===== config.mk =====
export PLATFORM = sky130hd
export DESIGN_NAME = ssc_master_flat
export DESIGN_NICKNAME = d
export VERILOG_FILES = /design/src/hw/ssc_pkg.sv /design/src/hw/ssc_link_if.sv /design/src/hw/ssc_master.sv /design/src/hw/ssc_fifo.sv /design/src/flat_wrapper.sv
export SDC_FILE = /design/constraint.sdc
export NUM_CORES = 1
export LEC_CHECK = 0
export BUFFER_PORTS_ARGS = -buffer_cell sky130_fd_sc_hd__buf_2
export CAP_MARGIN = 20
export CELL_PAD_IN_SITES_DETAIL_PLACEMENT = 1
export CELL_PAD_IN_SITES_GLOBAL_PLACEMENT = 1
export CORE_UTILIZATION = 52
export CTS_CLUSTER_SIZE = 14
export DETAILED_ROUTE_END_ITERATION = 6
export PLACE_DENSITY = 0.88
export SLEW_MARGIN = 30
export SYNTH_ARGS = -nofsm -noshare
export SYNTH_HDL_FRONTEND = slang
export SYNTH_SLANG_ARGS = --single-unit

===== constraint.sdc =====
create_clock -name core_clk -period 2.6 [get_ports core_clk]
set_input_delay 0.26 -clock core_clk [delete_from_list [all_inputs] [get_ports core_clk]]
set_output_delay 0.26 -clock core_clk [all_outputs]
set_load 0.005 [all_outputs]

===== src/hw/ssc_pkg.sv =====
// constants shared by both ends of the serial switch control chain
// Summary of operation
// - 8-bit shift register feeding a transparent latch
// - data, clock, load strobe plus input gate
// - two state bits; both zero disconnects all
// - lo bit selects port one, hi port two
// - eight bits per unit, two low used
// - gate high: inputs act normally
// - gate low: inputs ignored, chain outputs low, switch state held
// - master keeps gate low while idle
// - strobe high: latch follows shift register
// - strobe low: shifting continues, state held
// - master shifts, then pulses strobe once
// - serial out chains up to 30 units
// - master sends eight bits per unit
// - first group ends in last unit
// - chain: all data before single strobe
// - strobe buffered to downstream output
// - gate passed through unbuffered downstream
// - downstream port only forwards, never controls
// - data sampled on serial clock rising edge
package ssc_pkg;
  localparam int UNIT_BITS   = 8;
  localparam int STATE_BITS  = 2;
  localparam int MAX_UNITS   = 30;
  localparam int STATE_LO    = 0;
  localparam int STATE_HI    = 1;
  localparam int SCK_DIV     = 8;
  localparam int DIV_W       = 4;
  localparam int FIFO_DEPTH  = 8;
  localparam logic [7:0] SR_RESET = 8'h00;
  localparam logic [1:0] ST_OFF   = 2'h0;
  localparam logic [1:0] ST_ONE   = 2'h1;
  localparam logic [1:0] ST_TWO   = 2'h2;
endpackage


===== src/hw/ssc_link_if.sv =====
// serial link between master and switch unit
`timescale 1ns/100ps
interface ssc_link_if;
  logic sdata;
  logic sclk;
  logic load_strobe;
  logic input_gate;
  modport master (output sdata, output sclk, output load_strobe,
                  output input_gate);
  modport unit (input sdata, input sclk, input load_strobe,
                input input_gate);
endinterface


===== src/hw/ssc_master.sv =====
// serial master: queues bytes and shifts them out, then strobes
`timescale 1ns/100ps
module ssc_master
  import ssc_pkg::*;
(
  // clock and reset
  input  wire logic       core_clk,
  input  wire logic       arst_n,
  // user side
  input  wire logic       wr_valid,
  output logic            wr_ready,
  input  wire logic [7:0] wr_data,
  input  wire logic       commit,
  output logic            busy,
  // link
  ssc_link_if.master      link
);
  typedef enum {M_IDLE, M_LOW, M_HIGH, M_STROBE, M_END} ssc_mstate_t;
  ssc_mstate_t      st_q;
  logic [DIV_W-1:0] div_q;
  logic [7:0]       sh_q;
  logic [2:0]       bit_q;
  logic             pend_q;
  logic             sdata_q;
  logic             sclk_q;
  logic             strobe_q;
  logic             gate_q;
  logic             f_valid;
  logic             f_ready;
  logic [7:0]       f_data;
  logic             tick;

  ssc_fifo #(.WIDTH(UNIT_BITS), .DEPTH(FIFO_DEPTH)) u_fifo (
    .core_clk  (core_clk),
    .arst_n    (arst_n),
    .in_valid  (wr_valid),
    .in_ready  (wr_ready),
    .in_data   (wr_data),
    .out_valid (f_valid),
    .out_ready (f_ready),
    .out_data  (f_data)
  );

  assign tick    = (div_q == DIV_W'(SCK_DIV - 1));
  assign f_ready = (st_q == M_IDLE) && f_valid;
  assign busy    = (st_q != M_IDLE) || f_valid || pend_q;
  assign link.sdata       = sdata_q;
  assign link.sclk        = sclk_q;
  assign link.load_strobe = strobe_q;
  assign link.input_gate  = gate_q;

  // commit request remembered until the master reaches M_STROBE, after all queued bytes are out
  always_ff @(posedge core_clk or negedge arst_n) begin
    if (!arst_n) begin
      pend_q <= 1'b0;
    end else if (commit) begin
      pend_q <= 1'b1;
    end else if (st_q == M_STROBE) begin
      pend_q <= 1'b0;
    end
  end

  always_ff @(posedge core_clk or negedge arst_n) begin
    if (!arst_n) begin
      div_q <= '0;
    end else if (st_q == M_IDLE || tick) begin
      div_q <= '0;
    end else begin
      div_q <= div_q + 1'b1;
    end
  end

  // msb first; first byte sent reaches the far unit
  always_ff @(posedge core_clk or negedge arst_n) begin
    if (!arst_n) begin
      st_q     <= M_IDLE;
      sh_q     <= SR_RESET;
      bit_q    <= '0;
      sdata_q  <= 1'b0;
      sclk_q   <= 1'b0;
      strobe_q <= 1'b0;
      gate_q   <= 1'b0;
    end else begin
      case (st_q)
        M_IDLE: begin
          sclk_q <= 1'b0;
          if (f_valid) begin
            sh_q    <= f_data;
            bit_q   <= '0;
            gate_q  <= 1'b1;
            st_q    <= M_LOW;
          end else if (pend_q) begin
            gate_q <= 1'b1;
            st_q   <= M_STROBE;
          end else begin
            gate_q <= 1'b0;
          end
        end
        M_LOW: begin
          sdata_q <= sh_q[UNIT_BITS-1];
          if (tick) begin
            sclk_q <= 1'b1;
            st_q   <= M_HIGH;
          end
        end
        M_HIGH: begin
          if (tick) begin
            sclk_q <= 1'b0;
            sh_q   <= {sh_q[UNIT_BITS-2:0], 1'b0};
            bit_q  <= bit_q + 1'b1;
            st_q   <= (bit_q == 3'(UNIT_BITS - 1)) ? M_IDLE : M_LOW;
          end
        end
        M_STROBE: begin
          strobe_q <= 1'b1;
          if (tick) begin
            st_q <= M_END;
          end
        end
        M_END: begin
          strobe_q <= 1'b0;
          if (tick) begin
            st_q <= M_IDLE;
          end
        end
        default: st_q <= M_IDLE;
      endcase
    end
  end
endmodule


===== src/hw/ssc_fifo.sv =====
// parameterised valid/ready fifo
`timescale 1ns/100ps
module ssc_fifo #(
  parameter int WIDTH = 8,
  parameter int DEPTH = 8
) (
  // clock and reset
  input  wire logic             core_clk,
  input  wire logic             arst_n,
  // fill side
  input  wire logic             in_valid,
  output logic                  in_ready,
  input  wire logic [WIDTH-1:0] in_data,
  // drain side
  output logic                  out_valid,
  input  wire logic             out_ready,
  output logic [WIDTH-1:0]      out_data
);
  localparam int AW = $clog2(DEPTH);
  logic [WIDTH-1:0] mem [DEPTH];
  logic [AW-1:0]    wr_q;
  logic [AW-1:0]    rd_q;
  logic [AW:0]      cnt_q;
  logic             push;
  logic             pop;

  assign in_ready  = (cnt_q != (AW+1)'(DEPTH));
  assign out_valid = (cnt_q != '0);
  assign out_data  = mem[rd_q];
  assign push      = in_valid && in_ready;
  assign pop       = out_valid && out_ready;

  always_ff @(posedge core_clk) begin
    if (push) begin
      mem[wr_q] <= in_data;
    end
  end

  always_ff @(posedge core_clk or negedge arst_n) begin
    if (!arst_n) begin
      wr_q  <= '0;
      rd_q  <= '0;
      cnt_q <= '0;
    end else begin
      if (push) begin
        wr_q <= (wr_q == AW'(DEPTH-1)) ? '0 : wr_q + 1'b1;
      end
      if (pop) begin
        rd_q <= (rd_q == AW'(DEPTH-1)) ? '0 : rd_q + 1'b1;
      end
      cnt_q <= cnt_q + (AW+1)'(push) - (AW+1)'(pop);
    end
  end
endmodule


===== src/flat_wrapper.sv =====
// flat-port wrapper written by rule: the top's interface ports become plain ports
module ssc_master_flat import ssc_pkg::*;
  (core_clk, arst_n, wr_valid, wr_ready, wr_data, commit, busy, link_sdata, link_sclk, link_load_strobe, link_input_gate);
  ssc_link_if link_i ();
  input  wire logic core_clk;
  input  wire logic arst_n;
  input  wire logic wr_valid;
  output logic wr_ready;
  input  wire logic [7:0] wr_data;
  input  wire logic commit;
  output logic busy;
  output wire logic [$bits(link_i.sdata)-1:0] link_sdata;
  output wire logic [$bits(link_i.sclk)-1:0] link_sclk;
  output wire logic [$bits(link_i.load_strobe)-1:0] link_load_strobe;
  output wire logic [$bits(link_i.input_gate)-1:0] link_input_gate;
  assign link_sdata = link_i.sdata;
  assign link_sclk = link_i.sclk;
  assign link_load_strobe = link_i.load_strobe;
  assign link_input_gate = link_i.input_gate;
  ssc_master u_core (.core_clk(core_clk), .arst_n(arst_n), .wr_valid(wr_valid), .wr_ready(wr_ready), .wr_data(wr_data), .commit(commit), .busy(busy), .link(link_i));
endmodule

# Word level (Yosys, flattened, before mapping)
# Memory sizes are Yosys's and may differ from the RTL's.
# Index checks and enable logic that the tools add are counted.
[totals]
mem_bits_rw = 64
latch_bits = 0
inputBits = 12
reg_bits = 62
out_inout_bits = 6
romBits = 0
word_cells = 79
memories = 1
[memory_table]
columns = ["memory", "depth", "width", "read_ports", "rd_clocked_by_memory_dff", "write_ports", "line_no", "source"]
rows = [
  ["u_core.u_fifo.mem", 8, 8, 1, 0, 1, "ssc_fifo.sv:20", "logic [WIDTH-1:0] mem [DEPTH];"],
]
[op_classes]
n_lt_le_gt_ge = 0
mul = 0
n_mux = 27
shift = 0
n_reduce_logical = 17
bitwise_logic = 0
n_addsub = 6
n_eq_ne = 16
div_mod_pow = 0
[ops]
columns = ["operator", "n"]
rows = [
  ["two-way mux 32 bit", 6],
  ["case mux 32 bit (5 select lines)", 1],
  ["equality test 32 x 2 -> 1 bit, second input constant", 2],
  ["equality test 32 x 3 -> 1 bit, second input constant", 2],
  ["zero test 32 bit", 2],
  ["equality test 32 x 1 -> 1 bit, second input constant", 1],
  ["nonzero test 32 bit", 1],
  ["two-way mux 8 bit", 2],
  ["case mux 8 bit (2 select lines)", 1],
  ["two-way mux 3 bit", 4],
  ["inequality test 2 x 1 -> 1 bit, second input constant", 5],
  ["adder 3 x 1 -> 3 bit, second input constant", 3],
  ["equality test 3 bit, second input constant", 3],
  ["two-way mux 1 bit", 9],
  ["case mux 3 bit (2 select lines)", 1],
  ["AND reduction 3 bit", 2],
  ["nonzero test 2 bit", 3],
  ["AND reduction 5 bit", 1],
  ["adder 4 x 1 -> 4 bit", 1],
  ["adder 4 x 1 -> 4 bit, second input constant", 1],
  ["equality test 4 x 3 -> 1 bit, second input constant", 1],
  ["two-way mux 4 bit", 1],
  ["inequality test 4 bit, second input constant", 1],
  ["nonzero test 4 bit", 1],
  ["7 further kinds", 11],
]

# Longest topological paths before layout
# Gate-level depths: netlist (run 1).
[logic_depth]
word_depth = 4
mapped_depth = 10
mapped_depth_nobuf = 10

# Cells and area by module
# From an unflattened synthesis (run 1), not the netlist that was laid out.
[hier_totals]
hier_cells = 242
hier_area_um2 = 4204.0
[by_module_without_submodules]
columns = ["module", "seq_area_each_um2", "area_per_inst_um2", "n_inst", "cells_per_inst"]
rows = [
  ["ssc_fifo", 2172.1, 3091.7, 1, 149],
  ["ssc_master", 575.6, 1112.3, 1, 93],
]

# Worst setup path after synthesis (run 1)
# No wires, ideal clock.
[synth_path]
path_kind = "register to register"
startpoint = "reg u_core.u_fifo.cnt_q[2]"
endpoint = "reg u_core.u_fifo.cnt_q[2]"
arrival_ns = 2.191
path_stages_with_launch = 11
period_less_slack_ns = 2.313
path_slack_ns = 0.287
setup_ns = 0.123
path_buffers = 0
required_ns = 2.477
path_cell_list = "dfrtp_1 inv_1 ha_1 nor3b_1 nor2_1 ha_1 inv_1 ha_1 inv_1 fa_1 xnor2_1"
[synth_via]
elab_chain_len = 4
word_cells_on_any_way = 7
classes_between = "add/sub: 2; eq/ne: 1; reduce/logical: 4"
[synth_lines]
columns = ["element", "line_no", "source"]
rows = [
  ["start, declared", "ssc_fifo.sv:23", "logic [AW:0] cnt_q;"],
  ["start signal, assigned", "ssc_fifo.sv:51", "cnt_q <= cnt_q + (AW+1)'(push) - (AW+1)'(pop);"],
  ["nonzero test 4 bit *", "ssc_fifo.sv:28", "assign out_valid = (cnt_q != '0);"],
  ["logical AND 1 bit", "ssc_master.sv:45", "assign f_ready = (st_q == M_IDLE) && f_valid;"],
  ["logical AND 1 bit *", "ssc_fifo.sv:31", "assign pop = out_valid && out_ready;"],
  ["named net u_core.u_fifo.pop", "ssc_fifo.sv:25", "logic pop;"],
  ["subtractor 4 x 1 -> 4 bit *", "ssc_fifo.sv:51", ""],
]
# The timed path passes the listed nets; every way through them passes the cells marked *.
# A chain may end at the register's enable or synchronous reset.

# Final worst setup path (run 1)
[layout_path]
startpoint = "reg u_core.u_fifo.cnt_q[2]"
endpoint = "reg u_core.u_fifo.cnt_q[2]"
[layout_via]
elab_chain_len = 4
word_cells_on_any_way = 7
classes_between = "add/sub: 2; eq/ne: 1; reduce/logical: 4"
[layout_lines]
columns = ["element", "line_no"]
rows = [
  ["inequality test 4 bit or nonzero test 4 bit (tied branches)", "ssc_fifo.sv:27, ssc_fifo.sv:28"],
  ["logical AND 1 bit, on equally long branches", "ssc_fifo.sv:30, ssc_master.sv:45"],
  ["adder 4 x 1 -> 4 bit or logical AND 1 bit (tied branches)", "ssc_fifo.sv:51, ssc_fifo.sv:31"],
  ["subtractor 4 x 1 -> 4 bit *", "ssc_fifo.sv:51"],
]
# Every way passes the cells marked *; elsewhere a longest branch is shown, timed or not.

==> results.json, run 1 <==
{
  "status": "complete, no violations",
  "maxCapViolCount": 0,
  "post-route-min-period_ns": 2.21,
  "worst_hold_path_type": "input pin to register",
  "worstMarginPinSlew_ns": 0.742,
  "synth_cells": 269,
  "dp_hpwl_mm": 5.52,
  "hold_depth": 2,
  "clk-insertion-delay-late_ns": 0.36,
  "first_pass_iters": 4,
  "numClockSinks": 97,
  "slowest_delay_ns": 0.38,
  "start_util_pct": 53.6,
  "numCtsBuffers": 9,
  "drive_above_1_share_pct": 18.6,
  "worstPathCellList": "inv_1 > ha_1 > nand2_1 > nand2_1 > ha_1 > inv_1 > ha_1 > inv_1 > fa_1 > xnor2_1",
  "grtUsageTotal_pct": 21.8,
  "crit_end": "u_core.u_fifo.cnt_q[2]",
  "fin_crit_sh_pct": 85.2,
  "wirelength_mm": 8.11,
  "relSlewSlack_pct": 50.5,
  "setup_viol": 0,
  "ioPinCount": 18,
  "antenna_found_initial": 0,
  "rows": 32,
  "clkTransAtPathRegs_ns": 0.09,
  "synthSimpleGateAreaFrac_pct": 9.21,
  "yosysSeqAreaShare_pct": 66.3,
  "cts_buffer_depth": 2,
  "critPathTopFamily": "adder cells",
  "end_kind": "register",
  "synth_compound_area_share_pct": 4.62,
  "clock_skew_ns": 0.00727,
  "routedWlPerCell_um": 19.8,
  "path_depth": 10,
  "hold_viol_final": 0,
  "nets": 328,
  "synth.distinct_cells": 35,
  "syn_area_per_cell_um2": 15.4,
  "grt_max_degree": 34,
  "core_um2": 7730,
  "dp.cells": 392,
  "drv_slew": 0,
  "synth_warnings": 0,
  "drtAntennaViolNets": 0,
  "cp.arrival_ns": 2.47,
  "synth_top_family_by_area": "multiplexers",
  "fmax_mhz": 451,
  "drc": 0,
  "cts_tree": "built",
  "leakagePower_nw": 1.82,
  "synth-adder-area-share_pct": 4.41,
  "first_global_vias": 2508,
  "powerDensity_nw_per_um2": 772,
  "die_w_um": 91.3,
  "final.setup.tns_ns": 0,
  "vias": 2324,
  "avgViaCountPerCell": 5.68,
  "slowest_stage": "dfrtp_1",
  "mappedNetlistArea_um2": 4150,
  "ctsResizeCount": 0,
  "layout.cells.non_filler": 409,
  "regToRegSetupSlack_ns": 0.39,
  "die_y_um": 91.3,
  "synth_mux_area_share_pct": 12.0,
  "reg2reg_to": "u_core.u_fifo.cnt_q[2]",
  "cp-start-kind": "register",
  "rr_worst_depth": 10,
  "cp-startpoint": "u_core.u_fifo.cnt_q[2]",
  "rsz0062_at_grt": "false",
  "die_area_um2": 8330,
  "grt_pass1_wl_mm": 13.2,
  "drtIter0Drc": 94,
  "synth-seq-cells": 97,
  "syn-num-nets": 295,
  "timing_worst_setup_path_type": "register to register",
  "port_buffers": 17,
  "gr-total-overflow": 0,
  "cts_root_buf": "clkbuf_8",
  "vdd_drop_max_mv": 0.399,
  "critPathMaxFanout": 8,
  "cp_num_buf_inv": 3,
  "diodes": 0,
  "r2r_start": "u_core.u_fifo.cnt_q[2]",
  "htreeDepth": 3,
  "critPathRequiredTime_ns": 2.85,
  "syn_to_final_growth_pct": 11.3,
  "synth_xor_area_share_pct": 0.845,
  "place_congestion": 0.728
}
timing repair:
action,4_1_cts,5_1_grt
hold buffers,1,0
hold endpoints to repair,33,0
setup buffers,0,0
metrics by stage:
stage	instance area [um2]	hold WS, ns	total power, mW	setup slack [ns]	util, %
6_report	4610	0.0769	3.56	0.385	59.7
3_5_place_dp	4400	0.367	2.58	0.381	56.9
3_3_place_gp	4400	0.366	2.50	0.508	56.9
4_1_cts	4610	0.0719	3.59	0.366	59.7
5_1_grt	4610	0.0791	3.73	0.197	59.7
2_1_floorplan	4150	-0.0356	2.32	0.287	-
worst min-delay path by stage:
stage / from / slack, ns / to
floorplan: arst_n / -0.04 / u_core.bit_q[0]
global placement: arst_n / 0.37 / u_core.div_q[2]
detailed placement: arst_n / 0.37 / u_core.div_q[2]
CTS: commit / 0.07 / u_core.pend_q
global route: commit / 0.08 / u_core.pend_q
finish: commit / 0.08 / u_core.pend_q
state kept, by name, summed over array words and instances (netlist names):
signal                   cells
u_core.link.load_strobe      1
u_core.link.input_gate       1
u_core.div_q                 4
u_core.bit_q                 3
u_core.st_q                  3
u_core.u_fifo.cnt_q          4
u_core.pend_q                1
u_core.u_fifo.rd_q           3
u_core.u_fifo.mem           64
u_core.u_fifo.wr_q           3
u_core.link.sdata            1
u_core.sh_q                  8
u_core.link.sclk             1
cell families after synthesis:
group | Yosys count
XOR/XNOR | 4
buffers and inverters | 20
AND/OR/NAND/NOR | 78
flip-flops | 97
adder cells (fa/ha/maj) | 14
AO/OA/AOI/OAI | 33
multiplexers | 23
metal layers:
metal / vias to the layer above / wire length (um) / track usage [%]
li1: 1082 / - / -
met1: 1196 / 3630 / 27.3
met2: 30 / 4180 / 37.9
met3: 16 / 154 / 3.43
met4: 0 / 146 / 8.99
met5: - / 0 / 0
power by group:
group	total, mW	leakage [nW]	switching [mW]	internal (mW)
sequential	1.98	0.982	0.110	1.87
combinational	0.563	0.730	0.313	0.250
clock	1.02	0.106	0.559	0.464
cell usage after synthesis:
cell / n / area (um2)
nand3_1: 6 / 30.0
ha_1: 13 / 163
buf_6: 2 / 22.5
o22ai_2: 1 / 12.5
nor2_1: 11 / 41.3
buf_12: 1 / 20.0
nor3_1: 6 / 30.0
a2bb2oi_1: 1 / 8.76
fa_1: 1 / 20.0
o31ai_1: 1 / 7.51
and3_1: 8 / 50.1
nand3b_1: 6 / 45.0
mux4_1: 16 / 420
edfxtp_1: 64 / 1920
nor3b_1: 3 / 22.5
clkbuf_1: 6 / 22.5
o21a_1: 1 / 7.51
nor4_1: 1 / 6.26
inv_1: 9 / 33.8
xor2_1: 2 / 17.5
buf_1: 1 / 3.75
a21o_1: 2 / 15.0
mux2_2: 7 / 78.8
or3b_2: 1 / 8.76
o21ai_0: 21 / 105
a22o_1: 1 / 8.76
or3_1: 1 / 6.26
and3b_1: 1 / 8.76
a31oi_1: 1 / 6.26
buf_2: 1 / 5.00
xnor2_1: 2 / 17.5
nand2b_1: 2 / 12.5
nand2_1: 32 / 120
a21oi_1: 4 / 20.0
dfrtp_1: 33 / 826
area by class of cell:
type	instances	area, um2
inverters	9	33.8
flip-flops and latches	97	2750
repair buffers	33	208
clock inverters	7	82.6
multi-input cells	152	1290
fillers	726	3110
well taps	102	128
clock buffers	9	124
placed cells by master, fill, tap and decap left out, types with 2 or more instances in the layout:
cell      Yosys  routed
nor3b_1       3       3
mux4_1       16      16
mux2_2        7       7
xnor2_1       2       2
inv_6         0       5
o21ai_0      21      21
a21o_1        2       2
nor2_1       11      11
and3_1        8       8
a21oi_1       4       4
nand3_1       6       6
xor2_1        2       2
buf_4         0      15
nand3b_1      6       6
inv_1         9       9
ha_1         13      13
clkbuf_8      0       9
buf_2         1      17
nand2_1      32      32
nor3_1        6       6
edfxtp_1     64      64
dfrtp_1      33      33
nand2b_1      2       2
(Power assumes the default switching activity.)
==> run 2, diff against run 1 <==
--- a/config.mk
+++ b/config.mk
@@ -9,10 +9,10 @@
 export CAP_MARGIN = 20
 export CELL_PAD_IN_SITES_DETAIL_PLACEMENT = 1
 export CELL_PAD_IN_SITES_GLOBAL_PLACEMENT = 1
-export CORE_UTILIZATION = 52
+export CORE_UTILIZATION = 53
 export CTS_CLUSTER_SIZE = 14
 export DETAILED_ROUTE_END_ITERATION = 6
-export PLACE_DENSITY = 0.88
+export PLACE_DENSITY = 0.89
 export SLEW_MARGIN = 30
 export SYNTH_ARGS = -nofsm -noshare
 export SYNTH_HDL_FRONTEND = slang
==> constraint.sdc (replaced) <==
create_clock -name core_clk -period 2.7 [get_ports core_clk]
set_input_delay 0.27 -clock core_clk [delete_from_list [all_inputs] [get_ports core_clk]]
set_output_delay 0.27 -clock core_clk [all_outputs]
set_load 0.005 [all_outputs]
==> run 2 against run 1 <==
Combinational power is 3% lower. Flip-flop and latch count stayed put. Register-to-register slack worse by 0.05 ns. Worst hold slack better by 0.017 ns. Die area is 1.9% lower. Maximum frequency is 6.4% lower. Critical path type unchanged.
==> results.json, run 2 (synthesis results as in run 1) <==
{
  "numClockSinks": 97,
  "grt_max_degree": 34,
  "rows": 31,
  "fill_cells": 688,
  "dp.cells": 387,
  "drive_above_1_share_pct": 18.0,
  "vdd_drop_max_mv": 0.498,
  "ioPinCount": 18,
  "vias": 2336,
  "dp_hpwl_mm": 5.56,
  "nets": 326,
  "final.setup.tns_ns": 0,
  "ctsResizeCount": 0,
  "diodes": 0,
  "gr-total-overflow": 0,
  "layout_setup_ws_ns": 0.335,
  "powerDensity_nw_per_um2": 732,
  "syn_to_final_growth_pct": 10.6,
  "r2r_start": "u_core.st_q[2]",
  "die_y_um": 90.4,
  "critPathRequiredTime_ns": 2.96,
  "critPathTopFamily": "adder cells",
  "cts_buffer_depth": 2,
  "rsz0062_at_grt": "false",
  "final_common_cell": "edfxtp_1",
  "final_area_um2": 4580,
  "maxCapViolCount": 0,
  "cp-startpoint": "u_core.st_q[2]",
  "clk-insertion-delay-late_ns": 0.36,
  "cts_root_buf": "clkbuf_8",
  "routedWlPerCell_um": 20.2,
  "drv_slew": 0,
  "place_congestion": 0.767,
  "die_area_um2": 8180,
  "final_cell_mix": "64 x edfxtp_1, 33 x dfrtp_1, 32 x nand2_1",
  "post-route-min-period_ns": 2.37,
  "drtAntennaViolNets": 0,
  "slowest_delay_ns": 0.51,
  "post-cts-setup-buffer-count": 0,
  "whs_ns": 0.0937,
  "die_w_um": 90.4,
  "worst_hold_path_type": "input pin to register",
  "layout.cells.non_filler": 404,
  "cp-start-kind": "register",
  "first_pass_iters": 4,
  "fin_crit_sh_pct": 87.6,
  "clkTransAtPathRegs_ns": 0.10,
  "cp_num_buf_inv": 2,
  "power_mw": 3.35,
  "htreeDepth": 3,
  "core_um2": 7410,
  "worstPathCellList": "or3_1 > nor2_1 > ha_1 > inv_1 > ha_1 > inv_1 > fa_1 > xnor2_1",
  "start_util_pct": 56.0,
  "numCtsBuffers": 9,
  "placed_cell_area_um2": 4380,
  "cp.arrival_ns": 2.63,
  "relSlewSlack_pct": 49.4,
  "drtIter0Drc": 108,
  "slowest_stage": "dfrtp_1",
  "clock_skew_ns": 0.0124,
  "holdBufCountCts": 1,
  "avgViaCountPerCell": 5.78,
  "top_register": "u_core.u_fifo.mem",
  "hold_viol_final": 0,
  "top_regs": "u_core.u_fifo.mem (64), u_core.sh_q (8)",
  "worstMarginPinSlew_ns": 0.759,
  "setup_viol": 0,
  "antenna_found_initial": 0,
  "worstHoldStart": "commit",
  "fmax_mhz": 423,
  "first_global_vias": 2505,
  "status": "complete, no violations",
  "largest_reg_flops": 64,
  "port_buffers": 17,
  "grtUsageTotal_pct": 21.9,
  "leakagePower_nw": 1.80,
  "timing_worst_setup_path_type": "register to register",
  "utilization_pct": 61.9,
  "drc": 0,
  "critPathMaxFanout": 12,
  "wirelength_mm": 8.14,
  "cts_tree": "built",
  "end_kind": "register",
  "grt_pass1_wl_mm": 13.2,
  "detailedPlace.worstSlack_ns": 0.321
}
[run 2: cell types whose count changed in the layout (fill, tap and decap cells not counted), sizes merged]
cell | before | now
buf | 32 | 30
clkinv | 1 | 3
bufinv | 1 | 0
inv | 14 | 13
[run 2: path summary, 6_finish.rpt]
check | endpoint | slack (ns) | cells after the start
worst max-delay path | u_core.u_fifo.cnt_q[2] | 0.33 | 8
worst min-delay path | u_core.pend_q | 0.09 | 2
worst max register to register | u_core.u_fifo.cnt_q[2] | 0.33 | 8
worst min register to register | u_core.div_q[0] | 0.48 | 1
max in group asynchronous | u_core.sh_q[4] | 1.70 | 2
min in group asynchronous | u_core.link.input_gate | 0.50 | 2
[run 2: cell type report]
class / instances / area (um2) / area share [%]
Sequential cell: 97 / 2750 / 60.0
Clock inverter: 7 / 71.3 / 1.56
Tap cell: 99 / 124 / 2.70
Inverter: 9 / 33.8 / 0.737
Timing Repair Buffer: 31 / 193 / 4.20
Clock buffer: 9 / 124 / 2.70
Multi-Input combinational cell: 152 / 1290 / 28.1
[run 2: metal layers]
layer	share of wire, %	up-vias	track usage [%]	wire length (um)
met1	44	1193	27.6	3550
li1	-	1080	-	-
met2	51	45	36.7	4160
met3	3.2	18	5.47	258
met4	2.2	0	8.06	177
met5	0	-	0	0
[run 2: report_power, final]
part	total [mW]	switching [mW]	internal (mW)
clock	0.906	0.544	0.362
combinational	0.544	0.302	0.242
sequential	1.90	0.108	1.80
total	3.35	0.954	2.40
==> run 3, diff against run 2 <==
--- a/config.mk
+++ b/config.mk
@@ -13,6 +13,7 @@
 export CTS_CLUSTER_SIZE = 14
 export DETAILED_ROUTE_END_ITERATION = 6
 export PLACE_DENSITY = 0.89
+export RECOVER_POWER = 50
 export SLEW_MARGIN = 30
 export SYNTH_ARGS = -nofsm -noshare
 export SYNTH_HDL_FRONTEND = slang
==> run 3 against run 2 <==
The flow now finishes with violations (max-capacitance violations, max-slew violations). Power is essentially flat. Register-to-register slack about the same. Sequential power is essentially flat. Clock skew hardly changed. Routed wire length grew 0.11%. Critical endpoint unchanged. Highest routed layer unchanged.
==> results.json, run 3 (synthesis results as in run 1) <==
{
  "top_regs": "u_core.u_fifo.mem (64), u_core.sh_q (8)",
  "cts_tree": "built",
  "final_common_cell": "edfxtp_1",
  "dp_hpwl_mm": 5.56,
  "powerDensity_nw_per_um2": 733,
  "cp-start-kind": "register",
  "routedWlPerCell_um": 20.2,
  "die_w_um": 90.4,
  "drive_above_1_share_pct": 15.1,
  "fill_cells": 694,
  "cts_root_buf": "clkbuf_8",
  "avgViaCountPerCell": 5.77,
  "wirelength_mm": 8.15,
  "fmax_mhz": 423,
  "diodes": 0,
  "ctsResizeCount": 0,
  "post-cts-setup-buffer-count": 0,
  "rows": 31,
  "worst_hold_path_type": "input pin to register",
  "drc": 0,
  "top_register": "u_core.u_fifo.mem",
  "clk-insertion-delay-late_ns": 0.36,
  "drtIter0Drc": 103,
  "rsz0062_at_grt": "false",
  "placed_cell_area_um2": 4380,
  "maxCapViolCount": 1,
  "die_y_um": 90.4,
  "first_global_vias": 2505,
  "hold_viol_final": 0,
  "fin_crit_sh_pct": 87.6,
  "numCtsBuffers": 9,
  "syn_to_final_growth_pct": 10.3,
  "leakagePower_nw": 1.78,
  "slowest_delay_ns": 0.51,
  "post-route-min-period_ns": 2.37,
  "vdd_drop_max_mv": 0.497,
  "regArea_um2": 2750,
  "cts_buffer_depth": 2,
  "grtUsageTotal_pct": 21.9,
  "end_kind": "register",
  "relSlewSlack_pct": -22.0,
  "ioPinCount": 18,
  "critPathMaxFanout": 12,
  "numClockSinks": 97,
  "slowest_stage": "dfrtp_1",
  "place_congestion": 0.767,
  "p_int_mw": 2.40,
  "timing_worst_setup_path_type": "register to register",
  "multi_input_area_um2": 1290,
  "core_um2": 7410,
  "start_util_pct": 56.0,
  "die_area_um2": 8180,
  "final.setup.tns_ns": 0,
  "status": "complete, but fails checks",
  "cp.arrival_ns": 2.63,
  "critPathRequiredTime_ns": 2.96,
  "grt_max_degree": 34,
  "power.switching_uw": 954,
  "largest_reg_flops": 64,
  "grt_pass1_wl_mm": 13.2,
  "final_area_um2": 4570,
  "netSwitchingFraction_pct": 28.5,
  "failed_checks": "max-capacitance violations, max-slew violations",
  "pwr-share-comb_pct": 16.2,
  "power_mw": 3.35,
  "final_cell_mix": "64 x edfxtp_1, 33 x dfrtp_1, 32 x nand2_1",
  "clkTransAtPathRegs_ns": 0.10,
  "clkPwrFrac_pct": 27.0,
  "port_buffers": 17,
  "critPathTopFamily": "adder cells",
  "clock_skew_ns": 0.0124,
  "vias": 2332,
  "drv_slew": 34,
  "worstMarginPinSlew_ns": 1.83,
  "first_pass_iters": 4,
  "drtAntennaViolNets": 0,
  "antenna_found_initial": 0,
  "power_frac_seq_pct": 56.8,
  "setup_viol": 0,
  "gr-total-overflow": 0,
  "worstPathCellList": "or3_1 > nor2_1 > ha_1 > inv_1 > ha_1 > inv_1 > fa_1 > xnor2_1",
  "cp_num_buf_inv": 2,
  "htreeDepth": 3,
  "nets": 326
}
[run 3: per-stage QoR]
stage | hold slack (ns) | util (%) | worst slack, ns | cells
6_report | 0.0935 | 61.7 | 0.335 | 404
5_1_grt | 0.0837 | 61.7 | 0.173 | 404
4_1_cts | 0.0824 | 61.9 | 0.311 | 404
3_5_place_dp | 0.384 | 59.1 | 0.321 | 387
3_3_place_gp | 0.376 | 59.1 | 0.463 | 387
2_1_floorplan | -0.0256 | - | 0.387 | 269
[run 3: worst paths after layout]
path | start | end | slack (ns) | depth (start not counted)
min | commit | u_core.pend_q | 0.09 | 2
max | u_core.st_q[2] | u_core.u_fifo.cnt_q[2] | 0.33 | 8
min reg2reg | u_core.div_q[0] | u_core.div_q[0] | 0.48 | 1
min in group asynchronous | arst_n | u_core.link.input_gate | 0.93 | 2
max in group asynchronous | arst_n | u_core.sh_q[4] | 0.71 | 2
max reg2reg | u_core.st_q[2] | u_core.u_fifo.cnt_q[2] | 0.33 | 8
[run 3: cell type report]
| cell class | instances | area share, % |
|---|---|---|
| Sequential cell | 97 | 60.1 |
| Inverter | 9 | 0.739 |
| Timing Repair Buffer | 31 | 3.97 |
| Multi-Input combinational cell | 152 | 28.2 |
| Clock inverter | 7 | 1.56 |
| Clock buffer | 9 | 2.71 |
| Tap cell | 99 | 2.71 |
[run 3: metal layers]
metal  global-route usage (%)  routed length, um
met5                        0                  0
met4                     8.06                177
met3                     5.47                258
met2                     36.7               4170
met1                     27.6               3550
[run 3: worst register-to-register path: stages, from the launching register on]
cell	delay, ns
dfrtp_1	0.51
or3_1	0.51
nor2_1	0.19
ha_1	0.25
inv_1	0.06
ha_1	0.15
inv_1	0.06
fa_1	0.39
xnor2_1	0.14
[run 3: power by group through the flow]
stage	registers, mW	logic (mW)	clock network [mW]
after floorplan	1.89	0.343	0
after global placement	1.91	0.493	0
after detailed placement	1.93	0.554	0
after CTS	1.90	0.552	0.927
after global routing	1.92	0.608	0.985
final	1.91	0.542	0.906
[run 3: what timing repair did]
action	in CTS	in global routing
hold buffers	1	0
hold endpoints to repair	33	0
endpoints found under the setup margin	0	0
